**src/core/wot_pkg.sv**
```systemverilog
// Purpose: Constants and types for the wait one-shot pulse timer.
// Assumes: 125 MHz clk_i, Avalon-MM slave with byte addresses.
// Notes: Every register is one 32-bit word; data sits in bits 7:0.
//
// Overview of operation
// - Each accepted trigger gives a wait, then exactly one pulse.
// - Count source is clock divided by 1, 2, 8, or companion underflow.
// - Wait decrements primary count; on underflow the secondary value loads.
// - Secondary underflow reloads primary, ends count, clears one-shot active flag.
// - Wait lasts (prescaler+1)*(primary+1) count-source periods.
// - Pulse lasts (prescaler+1)*(secondary+1) count-source periods.
// - Counting needs run bit set and then a software or pin trigger.
// - Count stops on completion, one-shot stop, run cleared, or forced stop.
// - Interrupt request is raised as the output pulse ends.
// - Pin trigger enable off leaves the pin unused; on makes it a trigger.
// - Prescaler and primary reads return live counter contents.
// - Writes when stopped load reload and counter; while counting reload only.
// - Polarity bit selects the active level of the pulse.
// - Route bit sends the pulse to one of two pins.
// - Timer is stopped after reset; software loads values before starting.
// - Prescaler and counter are separate byte reads and may change between.
// - Run clear or one-shot stop reloads the counter, then stops.
// - Status flag rises one to two source cycles after run is set.
// - Status flag falls one to two source cycles after run is cleared.
// - Forced stop halts the timer at once.
// - Active flag follows start or stop writes after one or two source cycles.
// - Triggers while one-shot is active are ignored.
// - In single-edge mode an edge bit picks rising or falling pin edge.
package wot_pkg;

   localparam int unsigned ADDR_W = 5;
   localparam int unsigned DATA_W = 32;
   localparam int unsigned CNT_W = 8;

   localparam logic [ADDR_W-1:0] OFS_TIMER_CTRL = 5'h00;
   localparam logic [ADDR_W-1:0] OFS_ONE_SHOT_CTRL = 5'h04;
   localparam logic [ADDR_W-1:0] OFS_TIMER_IO_CTRL = 5'h08;
   localparam logic [ADDR_W-1:0] OFS_TIMER_MODE = 5'h0C;
   localparam logic [ADDR_W-1:0] OFS_PRESCALER = 5'h10;
   localparam logic [ADDR_W-1:0] OFS_SECONDARY = 5'h14;
   localparam logic [ADDR_W-1:0] OFS_PRIMARY = 5'h18;
   localparam logic [ADDR_W-1:0] OFS_PIN_ROUTE = 5'h1C;

   // timer_control_reg
   localparam int unsigned BIT_RUN = 0;
   localparam int unsigned BIT_COUNT_STATUS = 1;
   localparam int unsigned BIT_FORCED_STOP = 2;
   // one_shot_control_reg
   localparam int unsigned BIT_OS_START = 0;
   localparam int unsigned BIT_OS_STOP = 1;
   localparam int unsigned BIT_OS_ACTIVE = 2;
   // timer_io_control_reg
   localparam int unsigned BIT_OUT_POLARITY = 0;
   localparam int unsigned BIT_EDGE_SELECT = 2;
   localparam int unsigned BIT_PIN_TRIG_EN = 3;
   localparam int unsigned BIT_BOTH_EDGES = 4;
   // timer_mode_reg, count source select field
   localparam int unsigned SRC_LSB = 0;
   localparam int unsigned SRC_MSB = 1;
   // pin_route_reg
   localparam int unsigned BIT_ROUTE = 0;

   localparam logic [1:0] SRC_DIV1 = 2'h0;
   localparam logic [1:0] SRC_DIV2 = 2'h1;
   localparam logic [1:0] SRC_DIV8 = 2'h2;
   localparam logic [1:0] SRC_COMPANION = 2'h3;
   localparam logic [2:0] DIV8_LAST = 3'h7;

   localparam logic [CNT_W-1:0] RST_PRESCALER = 8'hFF;
   localparam logic [CNT_W-1:0] RST_SECONDARY = 8'hFF;
   localparam logic [CNT_W-1:0] RST_PRIMARY = 8'hFF;
   localparam logic [CNT_W-1:0] CNT_ZERO = 8'h00;
   localparam logic [DATA_W-1:0] RD_ZERO = 32'h0000_0000;

   typedef enum logic [1:0] {
      WOT_PH_IDLE = 2'b00,
      WOT_PH_WAIT = 2'b01,
      WOT_PH_PULSE = 2'b10
   } wot_phase_t;

endpackage

```
**src/core/wot_timer.sv**
```systemverilog
// Purpose: Wait one-shot pulse timer with 8-bit prescaler and Avalon-MM registers.
// Assumes: All inputs synchronous to clk_i; companion underflow is a one-cycle pulse.
// Notes: Count-source edges are enable pulses; no second clock domain.
`timescale 1ns/1ns
module wot_timer (
   input wire logic clk_i,
   input wire logic rst_i,
   input wire logic [wot_pkg::ADDR_W-1:0] avs_address_i,
   input wire logic avs_read_i,
   input wire logic avs_write_i,
   input wire logic [wot_pkg::DATA_W-1:0] avs_writedata_i,
   input wire logic [3:0] avs_byteenable_i,
   output logic [wot_pkg::DATA_W-1:0] avs_readdata_o,
   output logic avs_waitrequest_o,
   input wire logic companion_underflow_i,
   input wire logic external_trigger_pin_i,
   output logic pulse_output_pin_a_o,
   output logic pulse_output_pin_a_oe_o,
   output logic pulse_output_pin_b_o,
   output logic pulse_output_pin_b_oe_o,
   output logic timer_irq_o
);
   import wot_pkg::*;

   function automatic logic hit(input logic [ADDR_W-1:0] a, input logic [ADDR_W-1:0] ofs);
      return a == ofs;
   endfunction

   logic wait_r;
   logic req;
   logic acc;
   logic wr_en;
   logic [CNT_W-1:0] wd;

   logic run_r;
   logic status_r;
   wot_phase_t phase_r;
   logic trig_pend_r;
   logic stop_pend_r;
   logic [CNT_W-1:0] pre_rld_r;
   logic [CNT_W-1:0] sec_rld_r;
   logic [CNT_W-1:0] pri_rld_r;
   logic [CNT_W-1:0] pre_cnt_r;
   logic [CNT_W-1:0] cnt_r;
   logic sec_done_r;

   logic pol_r;
   logic edge_r;
   logic both_r;
   logic pin_en_r;
   logic route_r;
   logic [1:0] src_r;
   logic [2:0] div_r;
   logic trig_prev_r;

   logic tick;
   logic pin_edge;
   logic trigger;
   logic wr_ctrl;
   logic wr_os;
   logic forced;
   logic in_pulse;
   logic [CNT_W-1:0] rd_mux;

   // Bus handshake: request is taken at the edge after it appears
   assign req = avs_read_i | avs_write_i;
   assign acc = req & ~wait_r;
   assign wr_en = avs_write_i & acc & avs_byteenable_i[0];
   assign wd = avs_writedata_i[CNT_W-1:0];
   assign wr_ctrl = wr_en & hit(avs_address_i, OFS_TIMER_CTRL);
   assign wr_os = wr_en & hit(avs_address_i, OFS_ONE_SHOT_CTRL);
   assign forced = wr_ctrl & wd[BIT_FORCED_STOP];

   always_ff @(posedge clk_i or posedge rst_i) begin
      if (rst_i) begin
         wait_r <= 1'b1;
      end else begin
         wait_r <= ~(req & wait_r);
      end
   end

   assign avs_waitrequest_o = wait_r;

   always_comb begin
      rd_mux = CNT_ZERO;
      case (avs_address_i)
         OFS_TIMER_CTRL: begin
            rd_mux[BIT_RUN] = run_r;
            rd_mux[BIT_COUNT_STATUS] = status_r;
         end
         OFS_ONE_SHOT_CTRL: rd_mux[BIT_OS_ACTIVE] = (phase_r != WOT_PH_IDLE);
         OFS_TIMER_IO_CTRL: begin
            rd_mux[BIT_OUT_POLARITY] = pol_r;
            rd_mux[BIT_EDGE_SELECT] = edge_r;
            rd_mux[BIT_PIN_TRIG_EN] = pin_en_r;
            rd_mux[BIT_BOTH_EDGES] = both_r;
         end
         OFS_TIMER_MODE: rd_mux[SRC_MSB:SRC_LSB] = src_r;
         OFS_PRESCALER: rd_mux = pre_cnt_r;
         OFS_SECONDARY: rd_mux = sec_rld_r;
         OFS_PRIMARY: rd_mux = cnt_r;
         OFS_PIN_ROUTE: rd_mux[BIT_ROUTE] = route_r;
         default: rd_mux = CNT_ZERO;
      endcase
   end

   // Read data is latched at the edge that drops waitrequest and holds until the next read
   always_ff @(posedge clk_i or posedge rst_i) begin
      if (rst_i) begin
         avs_readdata_o <= RD_ZERO;
      end else if (avs_read_i & wait_r) begin
         avs_readdata_o <= {{(DATA_W-CNT_W){1'b0}}, rd_mux};
      end
   end

   // Configuration bits, one register each
   always_ff @(posedge clk_i or posedge rst_i) begin
      if (rst_i) begin
         pol_r <= 1'b0;
         edge_r <= 1'b0;
         both_r <= 1'b0;
         pin_en_r <= 1'b0;
      end else if (wr_en & hit(avs_address_i, OFS_TIMER_IO_CTRL)) begin
         pol_r <= wd[BIT_OUT_POLARITY];
         edge_r <= wd[BIT_EDGE_SELECT];
         pin_en_r <= wd[BIT_PIN_TRIG_EN];
         both_r <= wd[BIT_BOTH_EDGES];
      end
   end

   // Source may change mid-count; the next tick simply follows the new rate
   always_ff @(posedge clk_i or posedge rst_i) begin
      if (rst_i) begin
         src_r <= SRC_DIV1;
      end else if (wr_en & hit(avs_address_i, OFS_TIMER_MODE)) begin
         src_r <= wd[SRC_MSB:SRC_LSB];
      end
   end

   always_ff @(posedge clk_i or posedge rst_i) begin
      if (rst_i) begin
         route_r <= 1'b0;
      end else if (wr_en & hit(avs_address_i, OFS_PIN_ROUTE)) begin
         route_r <= wd[BIT_ROUTE];
      end
   end

   // Reload registers always take writes
   always_ff @(posedge clk_i or posedge rst_i) begin
      if (rst_i) begin
         pre_rld_r <= RST_PRESCALER;
         sec_rld_r <= RST_SECONDARY;
         pri_rld_r <= RST_PRIMARY;
      end else begin
         if (wr_en & hit(avs_address_i, OFS_PRESCALER)) begin
            pre_rld_r <= wd;
         end
         if (wr_en & hit(avs_address_i, OFS_SECONDARY)) begin
            sec_rld_r <= wd;
         end
         if (wr_en & hit(avs_address_i, OFS_PRIMARY)) begin
            pri_rld_r <= wd;
         end
      end
   end

   // Count source enable; the divider runs free so a source switch needs no restart
   always_ff @(posedge clk_i or posedge rst_i) begin
      if (rst_i) begin
         div_r <= 3'h0;
      end else begin
         div_r <= div_r + 3'h1;
      end
   end

   always_comb begin
      case (src_r)
         SRC_DIV1: tick = 1'b1;
         SRC_DIV2: tick = div_r[0];
         SRC_DIV8: tick = (div_r == DIV8_LAST);
         SRC_COMPANION: tick = companion_underflow_i;
         default: tick = 1'b0;
      endcase
   end

   // Trigger pin edge detection
   always_ff @(posedge clk_i or posedge rst_i) begin
      if (rst_i) begin
         trig_prev_r <= 1'b0;
      end else begin
         trig_prev_r <= external_trigger_pin_i;
      end
   end

   always_comb begin
      if (both_r) begin
         pin_edge = external_trigger_pin_i ^ trig_prev_r;
      end else if (edge_r) begin
         pin_edge = external_trigger_pin_i & ~trig_prev_r;
      end else begin
         pin_edge = ~external_trigger_pin_i & trig_prev_r;
      end
   end

   assign trigger = (wr_os & wd[BIT_OS_START]) | (pin_en_r & pin_edge);

   // Timer core, one process per concern; forced stop outranks every tick event
   logic live;
   logic go_up;
   logic go_down;
   logic take_stop;
   logic take_trig;
   logic step;
   logic pre_zero;
   logic cnt_zero;
   logic wrap;
   logic to_pulse;
   logic to_done;
   logic reload_all;
   logic wr_pre;
   logic wr_pri;

   // Stop outranks a pending start at one tick; either outcome is allowed there
   assign go_up = tick & run_r & ~status_r;
   assign go_down = tick & ~run_r & status_r;
   assign live = tick & run_r & status_r;
   assign take_stop = live & stop_pend_r;
   assign take_trig = live & ~stop_pend_r & trig_pend_r;
   assign step = live & ~stop_pend_r & ~trig_pend_r & (phase_r != WOT_PH_IDLE);
   assign pre_zero = (pre_cnt_r == CNT_ZERO);
   assign cnt_zero = (cnt_r == CNT_ZERO);
   assign wrap = step & pre_zero & cnt_zero;
   assign to_pulse = wrap & (phase_r == WOT_PH_WAIT);
   assign to_done = wrap & (phase_r == WOT_PH_PULSE);
   assign reload_all = go_down | take_stop;
   // Counter writes only while stopped; while counting only the reload copies change
   assign wr_pre = wr_en & hit(avs_address_i, OFS_PRESCALER) & ~status_r;
   assign wr_pri = wr_en & hit(avs_address_i, OFS_PRIMARY) & ~status_r;

   always_ff @(posedge clk_i or posedge rst_i) begin
      if (rst_i) begin
         run_r <= 1'b0;
      end else if (forced) begin
         run_r <= 1'b0;
      end else if (wr_ctrl) begin
         run_r <= wd[BIT_RUN];
      end
   end

   always_ff @(posedge clk_i or posedge rst_i) begin
      if (rst_i) begin
         status_r <= 1'b0;
      end else if (forced) begin
         status_r <= 1'b0;
      end else if (go_up) begin
         status_r <= 1'b1;
      end else if (go_down) begin
         status_r <= 1'b0;
      end
   end

   always_ff @(posedge clk_i or posedge rst_i) begin
      if (rst_i) begin
         phase_r <= WOT_PH_IDLE;
      end else if (forced | reload_all | to_done) begin
         phase_r <= WOT_PH_IDLE;
      end else if (take_trig) begin
         phase_r <= WOT_PH_WAIT;
      end else if (to_pulse) begin
         phase_r <= WOT_PH_PULSE;
      end
   end

   // A trigger is kept only while armed, idle and not already pending, so a second
   // trigger in the cycle that takes the first cannot restart a running shot
   always_ff @(posedge clk_i or posedge rst_i) begin
      if (rst_i) begin
         trig_pend_r <= 1'b0;
      end else if (forced) begin
         trig_pend_r <= 1'b0;
      end else if (trigger & run_r & status_r & (phase_r == WOT_PH_IDLE) & ~trig_pend_r) begin
         trig_pend_r <= 1'b1;
      end else if (reload_all | take_trig) begin
         trig_pend_r <= 1'b0;
      end
   end

   always_ff @(posedge clk_i or posedge rst_i) begin
      if (rst_i) begin
         stop_pend_r <= 1'b0;
      end else if (forced) begin
         stop_pend_r <= 1'b0;
      end else if (wr_os & wd[BIT_OS_STOP]) begin
         stop_pend_r <= 1'b1;
      end else if (reload_all) begin
         stop_pend_r <= 1'b0;
      end
   end

   always_ff @(posedge clk_i or posedge rst_i) begin
      if (rst_i) begin
         pre_cnt_r <= RST_PRESCALER;
      end else if (forced) begin
         pre_cnt_r <= pre_rld_r;
      end else if (wr_pre) begin
         pre_cnt_r <= wd;
      end else if (reload_all | (step & pre_zero)) begin
         pre_cnt_r <= pre_rld_r;
      end else if (step) begin
         pre_cnt_r <= pre_cnt_r - 8'h01;
      end
   end

   always_ff @(posedge clk_i or posedge rst_i) begin
      if (rst_i) begin
         cnt_r <= RST_PRIMARY;
      end else if (forced) begin
         cnt_r <= pri_rld_r;
      end else if (wr_pri) begin
         cnt_r <= wd;
      end else if (reload_all | to_done) begin
         cnt_r <= pri_rld_r;
      end else if (to_pulse) begin
         cnt_r <= sec_rld_r;
      end else if (step & pre_zero & ~cnt_zero) begin
         cnt_r <= cnt_r - 8'h01;
      end
   end

   always_ff @(posedge clk_i or posedge rst_i) begin
      if (rst_i) begin
         sec_done_r <= 1'b0;
      end else begin
         sec_done_r <= to_done & ~forced;
      end
   end

   // Pins and interrupt: both lag the phase by one clock, so the irq meets the pulse end
   assign in_pulse = (phase_r == WOT_PH_PULSE);

   // The unrouted pin is parked low with its enable off
   always_ff @(posedge clk_i or posedge rst_i) begin
      if (rst_i) begin
         pulse_output_pin_a_oe_o <= 1'b0;
         pulse_output_pin_b_oe_o <= 1'b0;
      end else begin
         pulse_output_pin_a_oe_o <= ~route_r;
         pulse_output_pin_b_oe_o <= route_r;
      end
   end

   always_ff @(posedge clk_i or posedge rst_i) begin
      if (rst_i) begin
         pulse_output_pin_a_o <= 1'b0;
         pulse_output_pin_b_o <= 1'b0;
      end else begin
         pulse_output_pin_a_o <= ~route_r & (pol_r ^ in_pulse);
         pulse_output_pin_b_o <= route_r & (pol_r ^ in_pulse);
      end
   end

   always_ff @(posedge clk_i or posedge rst_i) begin
      if (rst_i) begin
         timer_irq_o <= 1'b0;
      end else begin
         timer_irq_o <= sec_done_r;
      end
   end

endmodule

```
**config.mk**
```make
export PLATFORM = sky130hd
export DESIGN_NAME = wot_timer
export DESIGN_NICKNAME = d
export VERILOG_FILES = /design/src/core/wot_pkg.sv /design/src/core/wot_timer.sv
export SDC_FILE = /design/constraint.sdc
export NUM_CORES = 1
export LEC_CHECK = 0
export BUFFER_PORTS_ARGS = -buffer_cell sky130_fd_sc_hd__buf_2
export CAP_MARGIN = 0
export CORE_ASPECT_RATIO = 0.75
export CORE_MARGIN = 2
export CORE_UTILIZATION = 50
export CTS_CLUSTER_DIAMETER = 80
export DETAILED_ROUTE_END_ITERATION = 10
export PLACE_DENSITY_LB_ADDON = 0.08
export SYNTH_ARGS = -nofsm -noshare
export SYNTH_HDL_FRONTEND = slang
export SYNTH_SLANG_ARGS = --single-unit
```
**constraint.sdc**
```tcl
create_clock -name clk_i -period 3.2 [get_ports clk_i]
set_input_delay 0.8 -clock clk_i [delete_from_list [all_inputs] [get_ports clk_i]]
set_output_delay 0.8 -clock clk_i [all_outputs]
set_load 0.02 [all_outputs]
```
==> qor.yml, run 1 <==
outcome:
  outcome: "completed"
floorplan:
  dieWidth_um: 111
  rows: 29
  io_pins: 85
  start_util: 0.510
  die_h_um: 83.9
  core-area_um2: 8350
  die-area_um2: 9280
logic_synthesis:
  syn_inst: 438
  synth_area_leaders: "dfstp_2 (25%), dfrtp_1 (18%), mux2_2 (8.5%)"
  synth_edf_count: 0
  ys.warnings.count: 0
  synth_area_per_cell_um2: 9.72
  synth_ff_type: "dfstp_2"
  syn-cell-area_um2: 4260
  synth-async-reset-ratio: 1.00
  ys_seq_area_frac: 0.435
  synth_area_leader_cell: "dfstp_2"
  yosysUniqueCellTypes: 63
  synth_top_area_frac: 0.253
  ys_ff_latch: 72
grt:
  grt_max_degree: 42
  antenna_found_initial: 0
  track_usage: 0.259
  grt_pass1_vias: 3374
  grt_overflow: 0
  grt_pass1_wl_mm: 18.7
finish:
  layout-drive-gt1-share: 0.308
  fillerInstances: 743
  seqCellArea_um2: 1850
  final_common_cell: "dfstp_2"
  final_util: 0.572
  syn_to_final_growth_pct: 12.0
  diodes: 0
  mostFrequentLayoutCells: "dfstp_2 (41), nand2_1 (36), buf_2 (33), mux2_2 (32), dfrtp_1 (31)"
  multi_input_area_um2: 2150
  nNetsFinal: 526
detailed_routing:
  vias_per_cell: 6.10
  drc: 0
  drt_iter0_drc: 302
  routedWlPerCell_um: 19.6
  firstDrtPassIters: 4
  drt-total-wl_mm: 11.5
  num_vias: 3574
  ant_nets: 0
flow_run:
  drv_cap: 0
place:
  gp_congestion: 0.935
  dp_hpwl_mm: 8.43
  io_buffer_count: 33
timing:
  slew_viol_final: 0
  fin_setup_tns_ns: 0
  setup_viol: 0
  period_needed_ns: 2.83
  rsz0062_at_grt: "false"
  hold_viol: 0
  finalCritPeriodShare: 0.885
  fin_worst_skew_ns: 0.00831
  timing.slew.headroom: 0.478
  max_freq_mhz: 353
  worstMarginPinSlew_ns: 0.775
clock_tree:
  cts_made_buffers: 9
  ctsResizeCount: 0
  cts.hold.buffers_added: 0
  clk_latency_ns: 0.33
  cts_setup_buffers: 0
  tritoncts: "done"
  cts_root_buf: "clkbuf_16"
  clkSinkCount: 72
  htreeDepth: 3
  clk_pin_slew_ns: 0.06
  ctsLongestPathBuffers: 2
critical_path:
  crit_path_max_fanout: 10
  worstSetupPathType: "flip-flop to flip-flop"
  critPathCaptureType: "flip-flop"
  cp_data_required_time_ns: 3.47
  critPathLaunchType: "flip-flop"
  critPathArrivalTime_ns: 3.10
pwr:
  power_w: 0.00324
  power.leakage_nw: 2.09
  power.density_nw_per_um2: 680
  ir_worst_vdd_v: 0.000375
min_path:
  hold_path_class: "flip-flop to flip-flop"
-- final timing paths --
check | end | start | cells after the start | slack [ns]
max | cnt_r[1] | pre_cnt_r[0] | 8 | 0.37
min | timer_irq_o | sec_done_r | 0 | 0.35
max reg2reg | cnt_r[1] | pre_cnt_r[0] | 8 | 0.37
min reg2reg | timer_irq_o | sec_done_r | 0 | 0.35
max in group asynchronous | pri_rld_r[0] | rst_i | 3 | 1.90
min in group asynchronous | avs_readdata_o[2] | rst_i | 2 | 0.58
-- registers in the layout, summed over array words and instances (netlist names), 2 cells and up --
signal	flops
cnt_r	8
pri_rld_r	8
phase_r	2
sec_rld_r	8
div_r	3
pre_cnt_r	8
src_r	2
avs_readdata_o	8
pre_rld_r	8
-- area by class of cell --
cell class | count | share of cell area
multi-input cells | 328 | 0.451
clock buffers | 10 | 0.0501
flip-flops and latches | 72 | 0.388
well taps | 108 | 0.0283
inverters | 17 | 0.0134
clock inverters | 6 | 0.0123
repair buffers | 45 | 0.0561
-- metal layers --
metal	track usage	up-vias	part of all wire
met5	0	-	0
met4	0.0795	0	0.022
met3	0.0516	19	0.081
met2	0.376	174	0.43
met1	0.390	1753	0.47
li1	-	1628	-
-- synth_stat cells, types with 2 or more instances --
cell and count:
mux2_2 32, xor2_1 2, nand2b_1 4, o31ai_1 4
nor3b_1 2, or3_2 2, or2_2 3, and3_1 4
o211ai_1 6, a22oi_1 11, o22ai_1 7, buf_6 2
nor3_1 9, buf_4 24, nor4b_1 2, dfrtp_1 31
or3_1 3, nor4_1 4, o21ai_1 4, a22o_1 4
buf_2 3, mux2i_1 8, a21oi_1 22, nor2_1 28
o221ai_1 3, xnor2_1 8, ha_1 6, dfstp_2 41
o21a_1 2, or4_1 4, a21boi_0 2, nor2b_1 2
a32oi_1 4, nand4_1 5, inv_1 17, clkbuf_1 12
buf_1 3, o21ai_0 30, a31oi_1 3, nand2_1 36
nand3_1 17
-- logic make-up after synthesis --
kind of cell	Yosys count	share of synthesized area
AO/OA/AOI/OAI	111	0.168
XOR/XNOR	10	0.0206
adder cells (fa/ha/maj)	6	0.0176
buffers and inverters	61	0.0793
flip-flops	72	0.435
multiplexers	40	0.103
other	1	0.000881
AND/OR/NAND/NOR	137	0.175
-- through the flow --
stage / worst slack, ns / area [µm²] / hold slack, ns / std cells
after floorplan: 0.634 / 4340 / 0.331 / 461
after global placement: 0.418 / 4470 / 0.333 / 570
after detailed placement: 0.399 / 4470 / 0.340 / 570
after CTS: 0.393 / 4770 / 0.352 / 586
after global routing: 0.192 / 4770 / 0.363 / 586
final: 0.369 / 4770 / 0.351 / 586
-- worst max-delay path, cell delays in order (launching register included) --
cell	delay, ns
dfstp_2	0.39
inv_1	0.08
ha_1	0.23
or4b_4	0.54
nor4_4	0.35
and2_1	0.44
a211oi_4	0.20
or3_1	0.41
o21ai_1	0.12
-- report_power, final --
part | switching (W) | internal, W
sequential | 0.000203 | 0.00114
clock | 0.000376 | 0.000619
combinational | 0.000508 | 0.000397
total | 0.00109 | 0.00216
(Power assumes the default switching activity.)
==> run 2, diff against run 1 <==
--- a/config.mk
+++ b/config.mk
@@ -8,7 +8,7 @@
 export BUFFER_PORTS_ARGS = -buffer_cell sky130_fd_sc_hd__buf_2
 export CAP_MARGIN = 0
 export CORE_ASPECT_RATIO = 0.75
-export CORE_MARGIN = 2
+export CORE_MARGIN = 3
 export CORE_UTILIZATION = 50
 export CTS_CLUSTER_DIAMETER = 80
 export DETAILED_ROUTE_END_ITERATION = 10
==> qor.yml, run 2 (synthesized netlist as in run 1, its figures left out) <==
outcome:
  outcome: "completed"
floorplan:
  dieWidth_um: 113
  core-area_um2: 8090
  io_pins: 85
  die-area_um2: 9670
  rows: 28
  die_h_um: 85.9
  start_util: 0.526
place:
  dp_hpwl_mm: 7.90
  gp_congestion: 1.02
  dp_cells: 566
  io_buffer_count: 33
critical_path:
  slowest_stage: "or4_1"
  critPathArrivalTime_ns: 2.97
  critPathLaunchType: "flip-flop"
  crit_path_max_fanout: 7
  worstSetupPathType: "flip-flop to flip-flop"
  max_stage_delay_ns: 0.57
  critPathCaptureType: "flip-flop"
  cp_data_required_time_ns: 3.46
  cp_cell_sequence: "inv_1 > ha_1 > or4b_4 > nor4_4 > nand2_1 > or4_1 > a21oi_1 > o21ai_1"
finish:
  seqCellArea_um2: 1850
  mostFrequentLayoutCells: "dfstp_2 (41), nand2_1 (36), buf_2 (33), mux2_2 (32), dfrtp_1 (31)"
  fin_cells: 582
  diodes: 0
  layout-drive-gt1-share: 0.308
  fillerInstances: 727
  multi_input_area_um2: 2150
  nNetsFinal: 525
  final_util: 0.595
  final_common_cell: "dfstp_2"
  syn_to_final_growth_pct: 13.1
timing:
  max_freq_mhz: 369
  fin_worst_skew_ns: 0.00654
  worstMarginPinSlew_ns: 0.796
  hold_viol: 0
  setup_viol: 0
  timing.slew.headroom: 0.464
  slew_viol_final: 0
  rsz0062_at_grt: "false"
  period_needed_ns: 2.71
  hold_slack_ns: 0.349
  finalCritPeriodShare: 0.848
  fin_setup_tns_ns: 0
grt:
  antenna_found_initial: 0
  grt_max_degree: 51
  grt_pass1_vias: 3323
  grt_pass1_wl_mm: 17.9
  grt_overflow: 0
  track_usage: 0.239
clock_tree:
  ctsResizeCount: 0
  cts_made_buffers: 9
  cts_root_buf: "clkbuf_16"
  cts_setup_buffers: 0
  cts.hold.buffers_added: 0
  ctsLongestPathBuffers: 2
  tritoncts: "done"
  htreeDepth: 3
  clkSinkCount: 72
  clk_latency_ns: 0.34
  clk_pin_slew_ns: 0.06
detailed_routing:
  maxUsedRoutingLayer: "met4"
  met2_length_mm: 4.50
  drt_iter0_drc: 342
  vias_per_cell: 6.03
  drt-total-wl_mm: 10.9
  ant_nets: 0
  firstDrtPassIters: 5
  num_vias: 3510
  drc: 0
  route.met3.wl_mm: 1.02
  routedWlPerCell_um: 18.8
  wl_met1_mm: 5.10
pwr:
  power_w: 0.00341
  ir_worst_vdd_v: 0.000422
  power.leakage_nw: 2.11
  power.density_nw_per_um2: 709
min_path:
  hold_path_class: "flip-flop to flip-flop"
flow_run:
  drv_cap: 0
==> run 2: final timing paths <==
path,slack (ns),to,cells past startpoint,start
max in group asynchronous,2.00,pre_cnt_r[4],3,rst_i
hold reg to reg,0.35,timer_irq_o,0,sec_done_r
setup / recovery,0.49,cnt_r[3],8,pre_cnt_r[0]
min in group asynchronous,0.48,trig_prev_r,2,rst_i
hold / removal,0.35,timer_irq_o,0,sec_done_r
setup reg to reg,0.49,cnt_r[3],8,pre_cnt_r[0]
==> run 2: stage by stage <==
step                cell area [µm²]  worst slack [ns]
finish                         4820             0.488
global route                   4820             0.318
CTS                            4820             0.506
detailed placement             4460             0.418
global placement               4460             0.444
floorplan                      4340             0.634
==> run 2: worst max-delay path, delay by kind of cell (launching register included) <==
kind | cells | cell delay, ns
AOI/OAI and AO/OA | 2 | 0.26
buffers and inverters | 1 | 0.09
adders and majority gates | 1 | 0.21
DFF | 1 | 0.39
and+or+nand+nor | 4 | 1.68
==> run 2: routing by layer <==
metal	up-vias	GRT usage
li1	1616	-
met3	29	0.0762
met1	1685	0.343
met5	-	0
met4	0	0.0917
met2	180	0.335
==> run 2: final cells by class <==
type,instances,share of cell area
Multi-Input combinational cell,328,0.447
Sequential cell,72,0.385
Inverter,17,0.0132
Clock buffer,11,0.0525
Clock inverter,5,0.0213
Tap cell,105,0.0273
Timing Repair Buffer,44,0.0540
==> run 2: where the power goes <==
group,internal (W),switching (W)
clock,0.000802,0.000382
combinational,0.000397,0.000495
sequential,0.00114,0.000197
total,0.00234,0.00107
==> run 3, diff against run 2 <==
==> constraint.sdc (replaced) <==
create_clock -name clk_i -period 2.5 [get_ports clk_i]
set_input_delay 0.625 -clock clk_i [delete_from_list [all_inputs] [get_ports clk_i]]
set_output_delay 0.625 -clock clk_i [all_outputs]
set_load 0.02 [all_outputs]
==> qor.yml, run 3 (synthesized netlist as in run 1, its figures left out) <==
critical_path:
  cp.buffers_inverters: 0
  cp_data_required_time_ns: 2.77
  crit_path_max_fanout: 6
  crit_family: "simple AND/OR/NAND/NOR gates"
  cpMostUsedCell: "or4_1"
  max_stage_delay_ns: 0.62
  critPathArrivalTime_ns: 2.68
  cp_cell_sequence: "or4_1 > or3_1 > or4_1 > a21oi_1 > o21ai_1"
  critPathCaptureType: "flip-flop"
  slowest_stage: "or4_1"
  worstSetupPathType: "flip-flop to flip-flop"
  crit_path_start: "cnt_r[4]"
  regToRegStartpoint: "cnt_r[4]"
  critPathLaunchType: "flip-flop"
finish:
  mostFrequentLayoutCells: "buf_4 (48), dfstp_2 (41), nand2_1 (35), buf_2 (33), mux2_2 (32)"
  layout-drive-gt1-share: 0.371
  diodes: 0
  syn_to_final_growth_pct: 19.4
  multi_input_area_um2: 2170
  seqCellArea_um2: 1850
  nNetsFinal: 563
  fin_area_um2: 5080
  fillerInstances: 688
  final_common_cell: "buf_4"
timing:
  timing.slew.headroom: 0.646
  period_needed_ns: 2.41
  slew_viol_final: 0
  setup_viol: 0
  hold_viol: 0
  worstMarginPinSlew_ns: 0.525
  max_freq_mhz: 415
  finalCritPeriodShare: 0.963
  fin_worst_skew_ns: 0.0107
grt:
  grt_max_degree: 34
  global_route.usage.met3: 0.0599
  grt_pass1_wl_mm: 19.5
  grt_use_met2: 0.380
  track_usage: 0.263
  grt.busiest_layer: "met1"
  grt_pass1_vias: 3501
  grt_overflow: 0
  use_met1: 0.393
  antenna_found_initial: 0
detailed_routing:
  drc: 0
  num_vias: 3701
  vias_per_cell: 5.97
  drt-total-wl_mm: 12.1
  ant_nets: 0
  drt_iter0_drc: 346
  firstDrtPassIters: 5
  routedWlPerCell_um: 19.5
floorplan:
  dieWidth_um: 113
  die-area_um2: 9670
  core-area_um2: 8090
  rows: 28
  io_pins: 85
  die_h_um: 85.9
  start_util: 0.526
clock_tree:
  clk_pin_slew_ns: 0.06
  cts_made_buffers: 9
  ctsLongestPathBuffers: 2
  clk_latency_ns: 0.34
  tritoncts: "done"
  htreeDepth: 3
  clkSinkCount: 72
  cts_root_buf: "clkbuf_16"
flow_run:
  drv_cap: 0
min_path:
  hold_path_class: "input port to asynchronous set/reset pin"
place:
  placed_area_um2: 4720
  gp_congestion: 0.919
  io_buffer_count: 33
  dp_hpwl_mm: 8.99
pwr:
  power.leakage_nw: 2.28
  power_w: 0.00446
  ir_worst_vdd_v: 0.000562
  power.density_nw_per_um2: 878
outcome:
  outcome: "completed"
[run 3: power by group]
part | internal (W) | switching [W]
clock | 0.000875 | 0.000523
sequential | 0.00146 | 0.000202
combinational | 0.000629 | 0.000776
[run 3: final timing paths]
path                            depth (start not counted)  slack (ns)      endpoint
max in group asynchronous                               3        1.53  pre_cnt_r[5]
min in group clk_i                                      0        0.35   timer_irq_o
worst min-delay path                                    2        0.29      src_r[1]
worst max-delay path                                    5        0.09      cnt_r[3]
worst max register to register                          5        0.09      cnt_r[3]
worst min register to register                          0        0.35   timer_irq_o
[run 3: what timing repair did]
action | in CTS | in global routing
gates resized for setup | 1 | 8
hold buffers | 0 | 0
setup endpoints to repair | 1 | 14
pin swaps | 0 | 4
setup buffers | 0 | 3
[run 3: metrics by stage]
stage / hold WS, ns / setup TNS [ns] / utilization / worst slack [ns] / instances
final: 0.287 / 0 / 0.628 / 0.0923 / 620
after global routing: 0.324 / -0.0271 / 0.628 / -0.0271 / 620
after CTS: 0.294 / 0 / 0.624 / 0.0160 / 617
after detailed placement: 0.335 / 0 / 0.584 / 0.0352 / 601
after global placement: 0.332 / 0 / 0.584 / 0.0400 / 601
after floorplan: 0.331 / 0 / - / 0.106 / 461
[run 3: metal layers]
metal  vias up  part of all wire
li1       1699                 -
met1      1789              0.48
met2       189              0.42
met3        24             0.085
met4         0             0.020
met5         -                 0
[run 3: area by class of cell]
class	count	share of cell area
Clock buffer	9	0.0443
Clock inverter	7	0.0187
Inverter	17	0.0125
Multi-Input combinational cell	328	0.427
Sequential cell	72	0.364
Tap cell	105	0.0258
Timing Repair Buffer	82	0.107
